### config.mk
export PLATFORM = sky130hd
export DESIGN_NAME = art_result_trigger
export DESIGN_NICKNAME = d
export VERILOG_FILES = /design/src/rtl/art_pkg.sv /design/src/rtl/art_result_trigger.sv
export SDC_FILE = /design/constraint.sdc
export NUM_CORES = 1
export LEC_CHECK = 0
export BUFFER_PORTS_ARGS = -buffer_cell sky130_fd_sc_hd__buf_2
export CELL_PAD_IN_SITES_DETAIL_PLACEMENT = 0
export CELL_PAD_IN_SITES_GLOBAL_PLACEMENT = 1
export CORE_MARGIN = 5
export CORE_UTILIZATION = 23
export CTS_CLUSTER_DIAMETER = 150
export DETAILED_ROUTE_END_ITERATION = 10
export PLACE_DENSITY = 0.57
export SLEW_MARGIN = 15
export SYNTH_ARGS = -nofsm -noshare
export SYNTH_HDL_FRONTEND = slang
export SYNTH_SLANG_ARGS = --single-unit
### constraint.sdc
create_clock -name ref_clk -period 4.9 [get_ports ref_clk]
set_input_delay 0.98 -clock ref_clk [delete_from_list [all_inputs] [get_ports ref_clk]]
set_output_delay 0.98 -clock ref_clk [all_outputs]
set_load 0.005 [all_outputs]
### src/rtl/art_pkg.sv
// Package with register map, field layout and trigger codes of the converter result and trigger logic.
package art_pkg;
   // ****************************************
   // Register addressing.
   // ****************************************
   localparam logic [7:0] IO_ADDR_MAX = 8'h3f;
   localparam logic [7:0] DATA_SPACE_OFFSET = 8'h20;
   localparam logic [7:0] DATA_SPACE_LIMIT = 8'h5f;
   localparam logic [5:0] RESULT_LOW_OFFSET = 6'h04;
   localparam logic [5:0] RESULT_HIGH_OFFSET = 6'h05;
   localparam logic [5:0] CTRL_STATUS_OFFSET = 6'h06;
   localparam logic [5:0] SPECIAL_FUNCTION_OFFSET = 6'h30;
   localparam logic [7:0] REG_RESET = 8'h00;
   localparam logic [9:0] RESULT_RESET = 10'h000;
   // ****************************************
   // Field positions.
   // ****************************************
   localparam int CONV_EN_BIT = 7;
   localparam int START_BIT = 6;
   localparam int AUTO_TRIG_BIT = 5;
   localparam int DONE_FLAG_BIT = 4;
   localparam int IRQ_EN_BIT = 3;
   localparam int PRESCALE_MSB = 2;
   localparam int TRIG_SEL_MSB = 7;
   localparam int TRIG_SEL_LSB = 5;
   // ****************************************
   // Types.
   // ****************************************
   typedef enum logic [2:0] {
      TRIG_FREE_RUN = 3'h0,
      TRIG_ANALOG_CMP = 3'h1,
      TRIG_EXT_INT0 = 3'h2,
      TRIG_T0_COMPARE = 3'h3,
      TRIG_T0_OVERFLOW = 3'h4,
      TRIG_T1_COMPARE_B = 3'h5,
      TRIG_T1_OVERFLOW = 3'h6,
      TRIG_T1_CAPTURE = 3'h7
   } art_trig_src_t;

   typedef struct packed {
      logic analog_cmp;
      logic ext_int0;
      logic t0_compare;
      logic t0_overflow;
      logic t1_compare_b;
      logic t1_overflow;
      logic t1_capture;
   } art_trig_flags_t;

   typedef struct packed {
      logic [7:0] addr;
      logic data_space;
      logic rd;
      logic wr;
      logic [7:0] wdata;
   } art_io_req_t;
endpackage : art_pkg

### src/rtl/art_result_trigger.sv
// Result registers, control register and auto-trigger detection of the converter.
`timescale 1ns/1ps
`default_nettype none
// Function
// - Right align: bits 9:8 in high low bits
// - Left align: bits 1:0 at low 7:6
// - Left align: bits 9:2 fill high register
// - Result registers read-only, reset zero
// - Trigger select bits 7:5 at 0x30
// - Trigger select ignored without auto trigger
// - Rising selected flag starts conversion
// - Switching to set source is an edge
// - Switching to free running never triggers
// - Eight trigger source codes decoded
// - IO offsets, data space plus 0x20
// - Low read freezes results until high read
// - Auto trigger enable arms triggering
// - Done flag set on result, one clears
// - Enable off aborts running conversion
module art_result_trigger
   import art_pkg::*;
(
   // Clock and reset.
   input wire logic ref_clk,
   input wire logic reset_n,
   // Register access port.
   input wire art_io_req_t io_req,
   output logic [7:0] io_rdata,
   // Control bit the result layout depends on.
   input wire logic left_align_select,
   // Trigger flags from other peripherals.
   input wire art_trig_flags_t trig_flags,
   // Converter core side.
   input wire logic conv_done,
   input wire logic [9:0] conv_result,
   output logic conv_start,
   output logic converter_enable,
   output logic conv_abort,
   output logic conv_busy,
   output logic [2:0] prescale_select,
   output logic irq_enable
);
   // ****************************************
   // Reset release.
   // ****************************************
   // Reset is applied at once and removed through two flip-flops so that its release is clean.
   logic rst_meta;
   logic rst_n;
   always_ff @(posedge ref_clk or negedge reset_n) begin
      if (!reset_n) begin
         rst_meta <= 1'b0;
         rst_n <= 1'b0;
      end else begin
         rst_meta <= 1'b1;
         rst_n <= rst_meta;
      end
   end

   // ****************************************
   // Address decode.
   // ****************************************
   // Data space accesses are moved down to the I/O offsets before decoding.
   function automatic logic [5:0] io_offset(input art_io_req_t r);
      logic [7:0] a;
      a = r.data_space ? r.addr - DATA_SPACE_OFFSET : r.addr;
      return a[5:0];
   endfunction : io_offset

   // Addresses outside either window are ignored.
   function automatic logic io_valid(input art_io_req_t r);
      logic ok;
      ok = r.data_space ? (r.addr >= DATA_SPACE_OFFSET && r.addr <= DATA_SPACE_LIMIT)
                        : (r.addr <= IO_ADDR_MAX);
      return ok;
   endfunction : io_valid

   // A register is addressed when its strobe is up, the address is in range and the offset matches.
   function automatic logic reg_hit(input logic strobe, input logic in_range, input logic [5:0] off,
                                    input logic [5:0] reg_off);
      logic h;
      h = strobe && in_range && off == reg_off;
      return h;
   endfunction : reg_hit

   logic [5:0] offset;
   logic hit;
   logic wr_ctrl;
   logic wr_sfr;
   logic rd_low;
   logic rd_high;
   assign offset = io_offset(io_req);
   assign hit = io_valid(io_req);
   assign wr_ctrl = reg_hit(io_req.wr, hit, offset, CTRL_STATUS_OFFSET);
   assign wr_sfr = reg_hit(io_req.wr, hit, offset, SPECIAL_FUNCTION_OFFSET);
   assign rd_low = reg_hit(io_req.rd, hit, offset, RESULT_LOW_OFFSET);
   assign rd_high = reg_hit(io_req.rd, hit, offset, RESULT_HIGH_OFFSET);

   // ****************************************
   // Control and status register.
   // ****************************************
   logic auto_trigger_enable;
   logic conversion_done_flag;
   logic result_lock;
   logic trig_edge;
   logic load_result;
   logic [2:0] trigger_source_select;

   // Enable, auto trigger, interrupt enable and prescale each have their own register; one write updates all four.
   always_ff @(posedge ref_clk or negedge rst_n) begin
      if (!rst_n) begin
         converter_enable <= REG_RESET[CONV_EN_BIT];
      end else if (wr_ctrl) begin
         converter_enable <= io_req.wdata[CONV_EN_BIT];
      end
   end

   always_ff @(posedge ref_clk or negedge rst_n) begin
      if (!rst_n) begin
         auto_trigger_enable <= REG_RESET[AUTO_TRIG_BIT];
      end else if (wr_ctrl) begin
         auto_trigger_enable <= io_req.wdata[AUTO_TRIG_BIT];
      end
   end

   always_ff @(posedge ref_clk or negedge rst_n) begin
      if (!rst_n) begin
         irq_enable <= REG_RESET[IRQ_EN_BIT];
      end else if (wr_ctrl) begin
         irq_enable <= io_req.wdata[IRQ_EN_BIT];
      end
   end

   always_ff @(posedge ref_clk or negedge rst_n) begin
      if (!rst_n) begin
         prescale_select <= REG_RESET[PRESCALE_MSB:0];
      end else if (wr_ctrl) begin
         prescale_select <= io_req.wdata[PRESCALE_MSB:0];
      end
   end

   // ****************************************
   // Conversion start and busy.
   // ****************************************
   // Abort when the enable goes from one to zero.
   assign conv_abort = wr_ctrl && converter_enable && !io_req.wdata[CONV_EN_BIT];

   // Start request: software start bit or auto trigger edge.
   logic sw_start;
   assign sw_start = wr_ctrl && io_req.wdata[START_BIT] && io_req.wdata[CONV_EN_BIT];
   assign conv_start = !conv_abort && (sw_start || (trig_edge && converter_enable));

   // A start written together with the enable bit marks the core busy; only an abort outranks it.
   always_ff @(posedge ref_clk or negedge rst_n) begin
      if (!rst_n) begin
         conv_busy <= 1'b0;
      end else if (conv_abort) begin
         conv_busy <= 1'b0;
      end else if (conv_start) begin
         conv_busy <= 1'b1;
      end else if (conv_done || !converter_enable) begin
         conv_busy <= 1'b0;
      end
   end

   // ****************************************
   // Done flag.
   // ****************************************
   // Done flag: set wins over the write-one clear.
   always_ff @(posedge ref_clk or negedge rst_n) begin
      if (!rst_n) begin
         conversion_done_flag <= 1'b0;
      end else if (conv_done && converter_enable) begin
         conversion_done_flag <= 1'b1;
      end else if (wr_ctrl && io_req.wdata[DONE_FLAG_BIT]) begin
         conversion_done_flag <= 1'b0;
      end
   end

   // ****************************************
   // Special function register.
   // ****************************************
   always_ff @(posedge ref_clk or negedge rst_n) begin
      if (!rst_n) begin
         trigger_source_select <= REG_RESET[TRIG_SEL_MSB:TRIG_SEL_LSB];
      end else if (wr_sfr) begin
         trigger_source_select <= io_req.wdata[TRIG_SEL_MSB:TRIG_SEL_LSB];
      end
   end

   // ****************************************
   // Trigger source decode and edge detect.
   // ****************************************
   // Free running has no flag of its own, so it never yields a selection edge.
   function automatic logic select_flag(input logic [2:0] sel, input art_trig_flags_t f);
      logic v;
      case (art_trig_src_t'(sel))
         TRIG_FREE_RUN: v = 1'b0;
         TRIG_ANALOG_CMP: v = f.analog_cmp;
         TRIG_EXT_INT0: v = f.ext_int0;
         TRIG_T0_COMPARE: v = f.t0_compare;
         TRIG_T0_OVERFLOW: v = f.t0_overflow;
         TRIG_T1_COMPARE_B: v = f.t1_compare_b;
         TRIG_T1_OVERFLOW: v = f.t1_overflow;
         TRIG_T1_CAPTURE: v = f.t1_capture;
         default: v = 1'b0;
      endcase
      return v;
   endfunction : select_flag

   logic sel_flag;
   logic sel_flag_prev;
   logic free_run_edge;
   logic done_prev;
   assign sel_flag = select_flag(trigger_source_select, trig_flags);

   // The last selected flag makes a change of source look like a flag edge.
   always_ff @(posedge ref_clk or negedge rst_n) begin
      if (!rst_n) begin
         sel_flag_prev <= 1'b0;
      end else begin
         sel_flag_prev <= sel_flag;
      end
   end

   always_ff @(posedge ref_clk or negedge rst_n) begin
      if (!rst_n) begin
         done_prev <= 1'b0;
      end else begin
         done_prev <= conversion_done_flag;
      end
   end

   // ****************************************
   // Trigger event.
   // ****************************************
   // Free running retriggers on a fresh completion, not on a source switch.
   assign free_run_edge = trigger_source_select == TRIG_FREE_RUN && conversion_done_flag
                          && !done_prev;
   assign trig_edge = auto_trigger_enable
                      && ((sel_flag && !sel_flag_prev) || free_run_edge);

   // ****************************************
   // Result registers.
   // ****************************************
   logic [9:0] result;
   always_ff @(posedge ref_clk or negedge rst_n) begin
      if (!rst_n) begin
         result_lock <= 1'b0;
      end else if (rd_high) begin
         result_lock <= 1'b0;
      end else if (rd_low) begin
         result_lock <= 1'b1;
      end
   end

   // While frozen a new result is dropped, so both halves come from one conversion unless a result loads in the cycle of the low read.
   assign load_result = conv_done && converter_enable && !result_lock;

   always_ff @(posedge ref_clk or negedge rst_n) begin
      if (!rst_n) begin
         result <= RESULT_RESET;
      end else if (load_result) begin
         result <= conv_result;
      end
   end

   // ****************************************
   // Result views.
   // ****************************************
   logic [7:0] result_low_reg;
   logic [7:0] result_high_reg;
   always_comb begin
      if (left_align_select) begin
         result_low_reg = {result[1:0], 6'h00};
         result_high_reg = result[9:2];
      end else begin
         result_low_reg = result[7:0];
         result_high_reg = {6'h00, result[9:8]};
      end
   end

   // ****************************************
   // Read data.
   // ****************************************
   // Read data is registered and holds until the next valid read.
   always_ff @(posedge ref_clk or negedge rst_n) begin
      if (!rst_n) begin
         io_rdata <= REG_RESET;
      end else if (io_req.rd && hit) begin
         case (offset)
            RESULT_LOW_OFFSET: io_rdata <= result_low_reg;
            RESULT_HIGH_OFFSET: io_rdata <= result_high_reg;
            CTRL_STATUS_OFFSET: io_rdata <= {converter_enable, conv_busy, auto_trigger_enable,
                                             conversion_done_flag, irq_enable, prescale_select};
            SPECIAL_FUNCTION_OFFSET: io_rdata <= {trigger_source_select, 5'h00};
            default: io_rdata <= REG_RESET;
         endcase
      end
   end
endmodule : art_result_trigger
`default_nettype wire

== Yosys cells after proc, flatten, opt, wreduce, memory -nomap -nowiden ==
Index checks and enable logic that the tools add are counted.

* $add $sub $neg: 1
* Order comparisons: 3
* Eq/ne operators: 11
* Mux-type cells: 13
* Reduce and logical (&&, ||, !) cells: 33

{| class="wikitable"
|+ Operator list
! operator !! count
|-
| 8-bit one-hot mux with 4 select lines || 1
|-
| 1-bit logical AND || 20
|-
| 6-bit by 3-bit == test with 1-bit output, second input constant || 3
|-
| 8-bit 2-to-1 mux || 2
|-
| 3-bit == test, second input constant || 4
|-
| 8-bit by 6-bit greater-or-equal comparator with 1-bit output, second input constant || 1
|-
| 8-bit by 6-bit less-or-equal comparator with 1-bit output, second input constant || 1
|-
| 8-bit by 7-bit less-or-equal comparator with 1-bit output, second input constant || 1
|-
| 1-bit 2-to-1 mux || 8
|-
| 1-bit one-hot mux with 8 select lines || 1
|-
| 3-bit by 2-bit == test with 1-bit output, second input constant || 2
|-
| 6-bit == test, second input constant || 1
|-
| 1-bit zero test || 6
|-
| 6-bit 2-to-1 mux || 1
|-
| 6-bit subtractor, second input constant || 1
|-
| 2-bit nonzero test || 2
|-
| 3-bit by 1-bit == test with 1-bit output, second input constant || 1
|-
| 3-bit zero test || 1
|-
| 1-bit logical OR || 3
|-
| 3-bit nonzero test || 1
|}

* Bits in registers: 34
* Output and inout bits: 16
* Logic and storage cells: 75

== Longest topological paths before layout ==
Gate-level depths: netlist (run 1).

* Word-level depth: 11
* Depth in mapped cells: 7

== Least setup slack after synthesis (run 1) ==
No wires, ideal clock.

* Path type: in2out
* Start: in io_req[10] (netlist bit)
* End: out conv_start
* Arrival: 2.148 ns
* Data required time: 3.920 ns
* Path slack: 1.772 ns
* Cell stages on the path: 5
* Buffers on the path: 0
* Path through: xor2_1 nor4b_4 nand4_4 or2_1 a21oi_1

* Cells in the longest elaborated chain, start to end: 7
* Elaborated cells on any way between the ends: 12
* Those cells by class: 1 x eq/ne; 2 x mux; 9 x reduce/logical

{| class="wikitable"
|+ Ends and longest elaborated chain
! what !! line !! RTL
|-
| start, declared || art_result_trigger.sv:27 || <nowiki>input wire art_io_req_t io_req,</nowiki>
|-
| 6-bit 2-to-1 mux or 1-bit 2-to-1 mux (tied branches) || art_result_trigger.sv:65, art_result_trigger.sv:72 ||
|-
| 6-bit by 3-bit == test with 1-bit output or 1-bit logical AND (tied branches) || art_result_trigger.sv:81 || <nowiki>h = strobe && in_range && off == reg_off;</nowiki>
|-
| 1-bit logical AND * || art_result_trigger.sv:81 ||
|-
| 1-bit logical AND (on tied branches) (2 in series) || art_result_trigger.sv:145, art_result_trigger.sv:149 ||
|-
| 1-bit zero test or 1-bit logical OR (tied branches) || art_result_trigger.sv:150 || <nowiki>assign conv_start = !conv_abort && (sw_start || (trig_edge && converter_enable));</nowiki>
|-
| 1-bit logical AND * || art_result_trigger.sv:150 ||
|-
| end, declared || art_result_trigger.sv:36 || <nowiki>output logic conv_start,</nowiki>
|}

Every way passes the cells marked *; elsewhere a longest branch is shown, timed or not.

== Final worst setup path (run 1) ==
Same ends and word-level chain as after synthesis.

==> run_results.csv, run 1 <==
group,metric,value,unit
place,routabilityCongestion,0.750,
cells_and_area,final_util,30.0,%
pwr,p_seq_share,49.5,%
die,io_pins,56,
critical_path,path_class,"in2out",
cells_and_area,syn_to_final_growth,29.4,%
die,dieHeight,94.9,µm
clocking,postCtsSetupBuffers,0,
pwr,p_leak,1.06,nW
yosys,yosys_most_used_dff,"dfrtp_1",
sta,setup_viol,0,
pwr,ir_drop,0.000107,V
yosys,yosys_warnings,0,
die,coreArea,0.00714,mm²
drt,routedWlPerCell,14.0,µm
cells_and_area,antennaDiodeCount,0,
sta,hold_ws,0.260,ns
sta,timing.final.crit_share,71.7,%
sta,rsz0062_at_grt,"false",
critical_path,cp_common_cell,"buf_2",
pwr,sw_frac_of_total,23.5,%
global_route,grt_max_degree,33,
critical_path,crit_family,"simple AND/OR/NAND/NOR gates",
drt,antenna_left,0,
pwr,powerDensity,294,mW/mm²
clocking,clkLatencyLatePin,0.28,ns
die,die_area,0.00901,mm²
clocking,cts_root_buffer,"clkbuf_8",
clocking,clk_pin_slew,0.07,ns
clocking,cts_made_buffers,5,
yosys,syn_area_per_cell,11.1,µm²
pwr,clkPwrFrac,39.5,%
sta,fin_crit,3.51,ns
sta,final_max_slew_viol_count,0,
critical_path,cp.buffers_inverters,2,
yosys,yosysTopAreaCell,"dfrtp_1",
critical_path,critical-path-max-stage-delay,0.42,ns
sta,slew_headroom,66.5,%
clocking,cts_htree_levels,2,
clocking,clkSinkCount,34,
flow_run,max-cap-violations,0,
drt,viasPerCell,4.29,
sta,skew,0.0102,ns
yosys,synthesis.area,0.00166,mm²
yosys,synth_nets,189,
critical_path,critPathArrivalTime,2.53,ns
cells_and_area,drive_gt1_share,44.0,%
clocking,ctsResizeCount,0,
critical_path,worstPathCellList,"buf_2, xor2_1, nor4b_4, nand4_4, or2_1, a21oi_1, buf_2",
outcome,status,"finished, final reports clean",
cells_and_area,layout_commonest_cell,"buf_2",
yosys,synth_edf_count,0,
clocking,clk_path_buf_depth,2,
pwr,p_int,0.482,mW
drt,drt-pass1-iter-count,4,
sta,hold_viol,0,
drt,drtIter0Drc,46,
cells_and_area,nets,246,
drt,vias,1312,
clocking,postCtsHoldBufs,0,
die,die-width,94.9,µm
clocking,cts_tree,"built",
pwr,pwr-share-comb,11.0,%
sta,timing.fmax,285,MHz
place,dp_hpwl,3370,µm
die,row_count,31,
global_route,grt_use_total,10.2,%
yosys,synthCells,149,
place,io_buffers,55,
critical_path,critPathSlowestCell,"nor4b_4",
yosys,yosys-top-cells-area,"dfrtp_1 51%, mux2_2 14%, o21ai_0 3.9%",
yosys,ys_async_sr_fraction,100,%
global_route,overflow,0,
die,initial_core_util,23.2,%
global_route,antenna_found_initial,0,
drt,routed_wl,4280,µm
critical_path,end_kind,"primary output",
critical_path,path_max_fanout,9,
sta,tns,0,ns
drt,drc_errors,0,
yosys,seq_area_frac_synth,51.3,%
global_route,grt_pass1_wl,6960,µm
yosys,ys_ff_latch,34,
pwr,p_sw,0.148,mW
yosys,synth_cell_type_count,32,
yosys,netlist.area_leader.share,51.3,%
cells_and_area,layout_common_cells,"55 x buf_2, 34 x dfrtp_1, 20 x mux2_2",
critical_path,cp.required,3.92,ns
global_route,grt_pass1_vias,1413,
hold_path,hp-class,"reg2async",
sta,worstMarginPinSlew,0.501,ns
critical_path,cp-start-kind,"input pin",
## layer usage
metal | share of wire [%] | up-vias | routed length (µm) | track usage (%)
met5 | 0 | - | 0 | 0
met3 | 6.3 | 7 | 270 | 3.43
li1 | - | 646 | - | -
met1 | 43 | 626 | 1840 | 12.7
met2 | 49 | 33 | 2080 | 16.4
met4 | 2.0 | 0 | 84 | 3.97
## registers in the layout (all words and copies together), names as in the netlist
name / cells
trigger_source_select: 3
conv_busy: 1
rst_n: 1
prescale_select: 3
conversion_done_flag: 1
result_lock: 1
irq_enable: 1
rst_meta: 1
converter_enable: 1
auto_trigger_enable: 1
sel_flag_prev: 1
done_prev: 1
io_rdata: 8
result: 10
## per-stage QoR
step / cell area [µm²] / setup slack (ns) / cells / total power, mW
final: 2140 / 1.39 / 306 / 0.629
after floorplan: 1660 / 1.77 / 149 / 0.354
after CTS: 2140 / 1.37 / 306 / 0.644
after detailed placement: 2040 / 1.38 / 298 / 0.388
after global placement: 2040 / 1.39 / 298 / 0.387
after global routing: 2140 / 1.22 / 306 / 0.670
## area by class of cell
cell class	instances	area, µm²
Multi-Input combinational cell	102	752
Inverter	7	26.3
Clock inverter	3	40.0
Tap cell	99	124
Timing Repair Buffer	56	283
Sequential cell	34	851
Fill cell	795	4990
Clock buffer	5	68.8
## kinds of logic after synthesis
family / synth area share (%)
buffers and inverters: 3.32
muxes: 18.6
and+or+nand+nor: 14.3
DFF: 51.3
other: 0.226
xor gates and xnor gates: 0.528
AOI/OAI and AO/OA: 11.7
## synthesized netlist by cell type, types with 2 or more instances
cell	instances
a22oi_1	5
mux2i_1	6
clkbuf_1	2
o21ai_0	13
nor2_1	9
mux2_2	20
nor4_1	2
and2b_2	3
a2bb2oi_1	2
nand2_1	16
a21oi_1	6
a32oi_1	2
buf_2	2
nand3_1	3
inv_1	7
a311o_1	2
dfrtp_1	34
## final timing paths
kind                                         end                                  from  slack, ns  cells after the start
setup / recovery                      conv_start                            io_req[10]       1.39                      7
hold / removal             result[6]$_DFFE_PN0P_                       rst_n$_DFF_PN0_       0.26                      1
setup reg to reg           conv_busy$_DFFE_PN0P_  trigger_source_select[0]$_DFFE_PN0P_       3.23                      5
hold reg to reg            result[6]$_DFFE_PN0P_                       rst_n$_DFF_PN0_       0.26                      1
max in group asynchronous        rst_n$_DFF_PN0_                               reset_n       4.33                      1
min in group ref_clk             rst_n$_DFF_PN0_                    rst_meta$_DFF_PN0_       0.35                      0
## power groups by stage
stage | Combinational [mW] | Clock, mW | Sequential, mW
2_1_floorplan | 0.0380 | 0 | 0.316
3_3_place_gp | 0.0702 | 0 | 0.317
3_5_place_dp | 0.0704 | 0 | 0.318
4_1_cts | 0.0712 | 0.261 | 0.312
5_1_grt | 0.0800 | 0.275 | 0.315
6_report | 0.0689 | 0.249 | 0.312
No activity file was read; power rests on OpenSTA's default activity.
==> inputs of run 2 (changes only) <==
- ABC_AREA: not set -> 1
- PLACE_DENSITY: 0.57 -> 0.59
- clock period: 4.9 -> 3.4 ns (I/O delays scaled with it)
==> run_results.csv, run 2 <==
group,metric,value,unit
clocking,clkSinkCount,34,
critical_path,path_class,"in2out",
yosys,synth_nets,264,
clocking,postCtsSetupBuffers,0,
yosys,yosys_most_used_dff,"dfrtp_1",
die,die-width,99.5,µm
yosys,synth_edf_count,0,
drt,routed_wl,4900,µm
critical_path,critPathArrivalTime,1.84,ns
drt,viasPerCell,4.15,
critical_path,r2r-start,"converter_enable$_DFFE_PN0N_",
sta,tns,0,ns
clocking,clkLatencyLatePin,0.28,ns
critical_path,r2r_end,"result[4]$_DFFE_PN0P_",
sta,rsz0062_at_grt,"false",
drt,routedWlPerCell,12.7,µm
sta,hold_viol,0,
place,routabilityCongestion,0.762,
cells_and_area,final_area,0.00234,mm²
critical_path,cp.required,2.72,ns
sta,setup_viol,0,
yosys,syn_area_per_cell,8.23,µm²
cells_and_area,syn_to_final_growth,27.0,%
drt,vias,1605,
yosys,netlist.area_leader.share,46.2,%
critical_path,critical-path-max-stage-delay,0.25,ns
die,coreArea,0.00777,mm²
sta,timing.fmax,397,MHz
critical_path,end_kind,"primary output",
cells_and_area,top_regs,"result (10), io_rdata (8)",
pwr,powerDensity,445,mW/mm²
global_route,grt_use_total,10.6,%
pwr,p_int,0.773,mW
drt,drc_errors,0,
yosys,ys_async_sr_fraction,100,%
place,place_inst,379,
place,dp_hpwl,3960,µm
critical_path,reg2reg_slack,2.04,ns
yosys,yosys-top-cells-area,"dfrtp_1 46%, nand2_1 17%, nand3_1 6.0%",
yosys,yosysTopAreaCell,"dfrtp_1",
drt,drt-pass1-iter-count,4,
cells_and_area,layout_common_cells,"82 x nand2_1, 55 x buf_2, 34 x dfrtp_1",
drt,drtIter0Drc,70,
critical_path,critPathSlowestCell,"nor2_8",
flow_run,max-cap-violations,0,
cells_and_area,regMostFlops,"result",
critical_path,path_max_fanout,9,
die,io_pins,56,
critical_path,rr_worst_depth,3,
yosys,ys_ff_latch,34,
critical_path,cp.buffers_inverters,5,
hold_path,hp-class,"in2async",
pwr,sw_frac_of_total,25.7,%
critical_path,crit_family,"simple AND/OR/NAND/NOR gates",
critical_path,crit_cells,10,
pwr,report.power.total,1.04,mW
yosys,synthCells,224,
yosys,synth_cell_type_count,31,
clocking,clk_pin_slew,0.07,ns
die,initial_core_util,23.7,%
cells_and_area,layout_commonest_cell,"nand2_1",
place,placed_area,0.00223,mm²
die,die_area,0.00990,mm²
clocking,ctsResizeCount,0,
clocking,cts_htree_levels,2,
sta,final_max_slew_viol_count,0,
die,row_count,32,
yosys,seq_area_frac_synth,46.2,%
critical_path,worstPathCellList,"buf_2, inv_1, nand4_1, nor2_8, nand2_4, clkinv_4, nand3_2, nand2_2, inv_1, buf_2",
pwr,p_sw,0.268,mW
cells_and_area,nets,324,
clocking,postCtsHoldBufs,0,
critical_path,crit_start,"io_req[11]",
cells_and_area,largest_reg_flops,10,
global_route,overflow,0,
pwr,clkPwrFrac,34.3,%
clocking,cts_root_buffer,"clkbuf_8",
cells_and_area,fin_cells,387,
clocking,clk_path_buf_depth,2,
yosys,synthesis.area,0.00184,mm²
pwr,p_leak,1.33,nW
clocking,cts_made_buffers,5,
global_route,grt_pass1_wl,8360,µm
place,io_buffers,55,
yosys,netlist_top_cells_count,"82 x nand2_1, 34 x dfrtp_1, 23 x inv_1, 22 x nand3_1, 9 x nor2_1",
cells_and_area,drive_gt1_share,32.3,%
cells_and_area,antennaDiodeCount,0,
sta,timing.final.crit_share,74.1,%
pwr,p_seq_share,50.1,%
sta,skew,0.00651,ns
yosys,synth.most_common_cell,"nand2_1",
sta,fin_crit,2.52,ns
pwr,ir_drop,0.000179,V
pwr,pwr-share-comb,15.6,%
yosys,yosys_warnings,0,
global_route,grt_max_degree,33,
die,dieHeight,99.5,µm
drt,antenna_left,0,
clocking,cts_tree,"built",
outcome,status,"finished, final reports clean",
critical_path,cp-start-kind,"input pin",
global_route,antenna_found_initial,0,
critical_path,crit_end,"conv_start",
global_route,grt_pass1_vias,1662,
[run 2: logic make-up (layout without fill, tap and decap cells)]
kind of cell	after synthesis	after routing	synth area share, %
buf+inv	29	90	6.86
simple gates	141	141	37.7
flops	34	34	46.2
mux	8	8	6.11
other cells	1	1	0.203
compound gates	11	11	2.99
[run 2: metrics by stage]
stage	utilization [%]	worst slack, ns	hold slack, ns
final	30.1	0.881	0.170
after global routing	30.1	0.718	0.154
after CTS	30.1	0.868	0.158
after detailed placement	28.8	0.874	0.279
after global placement	28.8	0.889	0.281
after floorplan	-	1.19	0.331
[run 2: cell type report]
| type | count | area [µm²] |
|---|---|---|
| tap | 102 | 128 |
| multi-input combinational | 161 | 866 |
| clock inverter | 1 | 30.0 |
| clock buffer | 7 | 76.3 |
| sequential | 34 | 851 |
| fill | 887 | 5430 |
| timing repair buffer | 57 | 290 |
| inverter | 25 | 98.8 |
[run 2: worst min-delay path by stage]
| stage | startpoint | endpoint | slack [ns] | cells past startpoint |
|---|---|---|---|---|
| 4_1_cts | reset_n | rst_n$_DFF_PN0_ | 0.16 | 1 |
| 2_1_floorplan | rst_meta$_DFF_PN0_ | rst_n$_DFF_PN0_ | 0.33 | 0 |
| 3_3_place_gp | rst_n$_DFF_PN0_ | result[0]$_DFFE_PN0P_ | 0.28 | 1 |
| 5_1_grt | reset_n | rst_meta$_DFF_PN0_ | 0.15 | 1 |
| 3_5_place_dp | rst_n$_DFF_PN0_ | result[8]$_DFFE_PN0P_ | 0.28 | 1 |
| 6_report | reset_n | rst_n$_DFF_PN0_ | 0.17 | 1 |
[run 2: power groups by stage]
| stage | logic [mW] | clock network, mW | registers, mW |
|---|---|---|---|
| floorplan | 0.112 | 0 | 0.513 |
| global placement | 0.164 | 0 | 0.529 |
| detailed placement | 0.164 | 0 | 0.530 |
| CTS | 0.165 | 0.374 | 0.522 |
| global route | 0.186 | 0.394 | 0.532 |
| finish | 0.162 | 0.357 | 0.522 |
[run 2: metal layers]
metal | GRT usage [%] | up-vias | routed length [µm]
met1 | 14.7 | 723 | 2400
met5 | 0 | - | 0
li1 | - | 831 | -
met3 | 3.23 | 7 | 341
met4 | 3.15 | 0 | 65
met2 | 15.9 | 44 | 2090
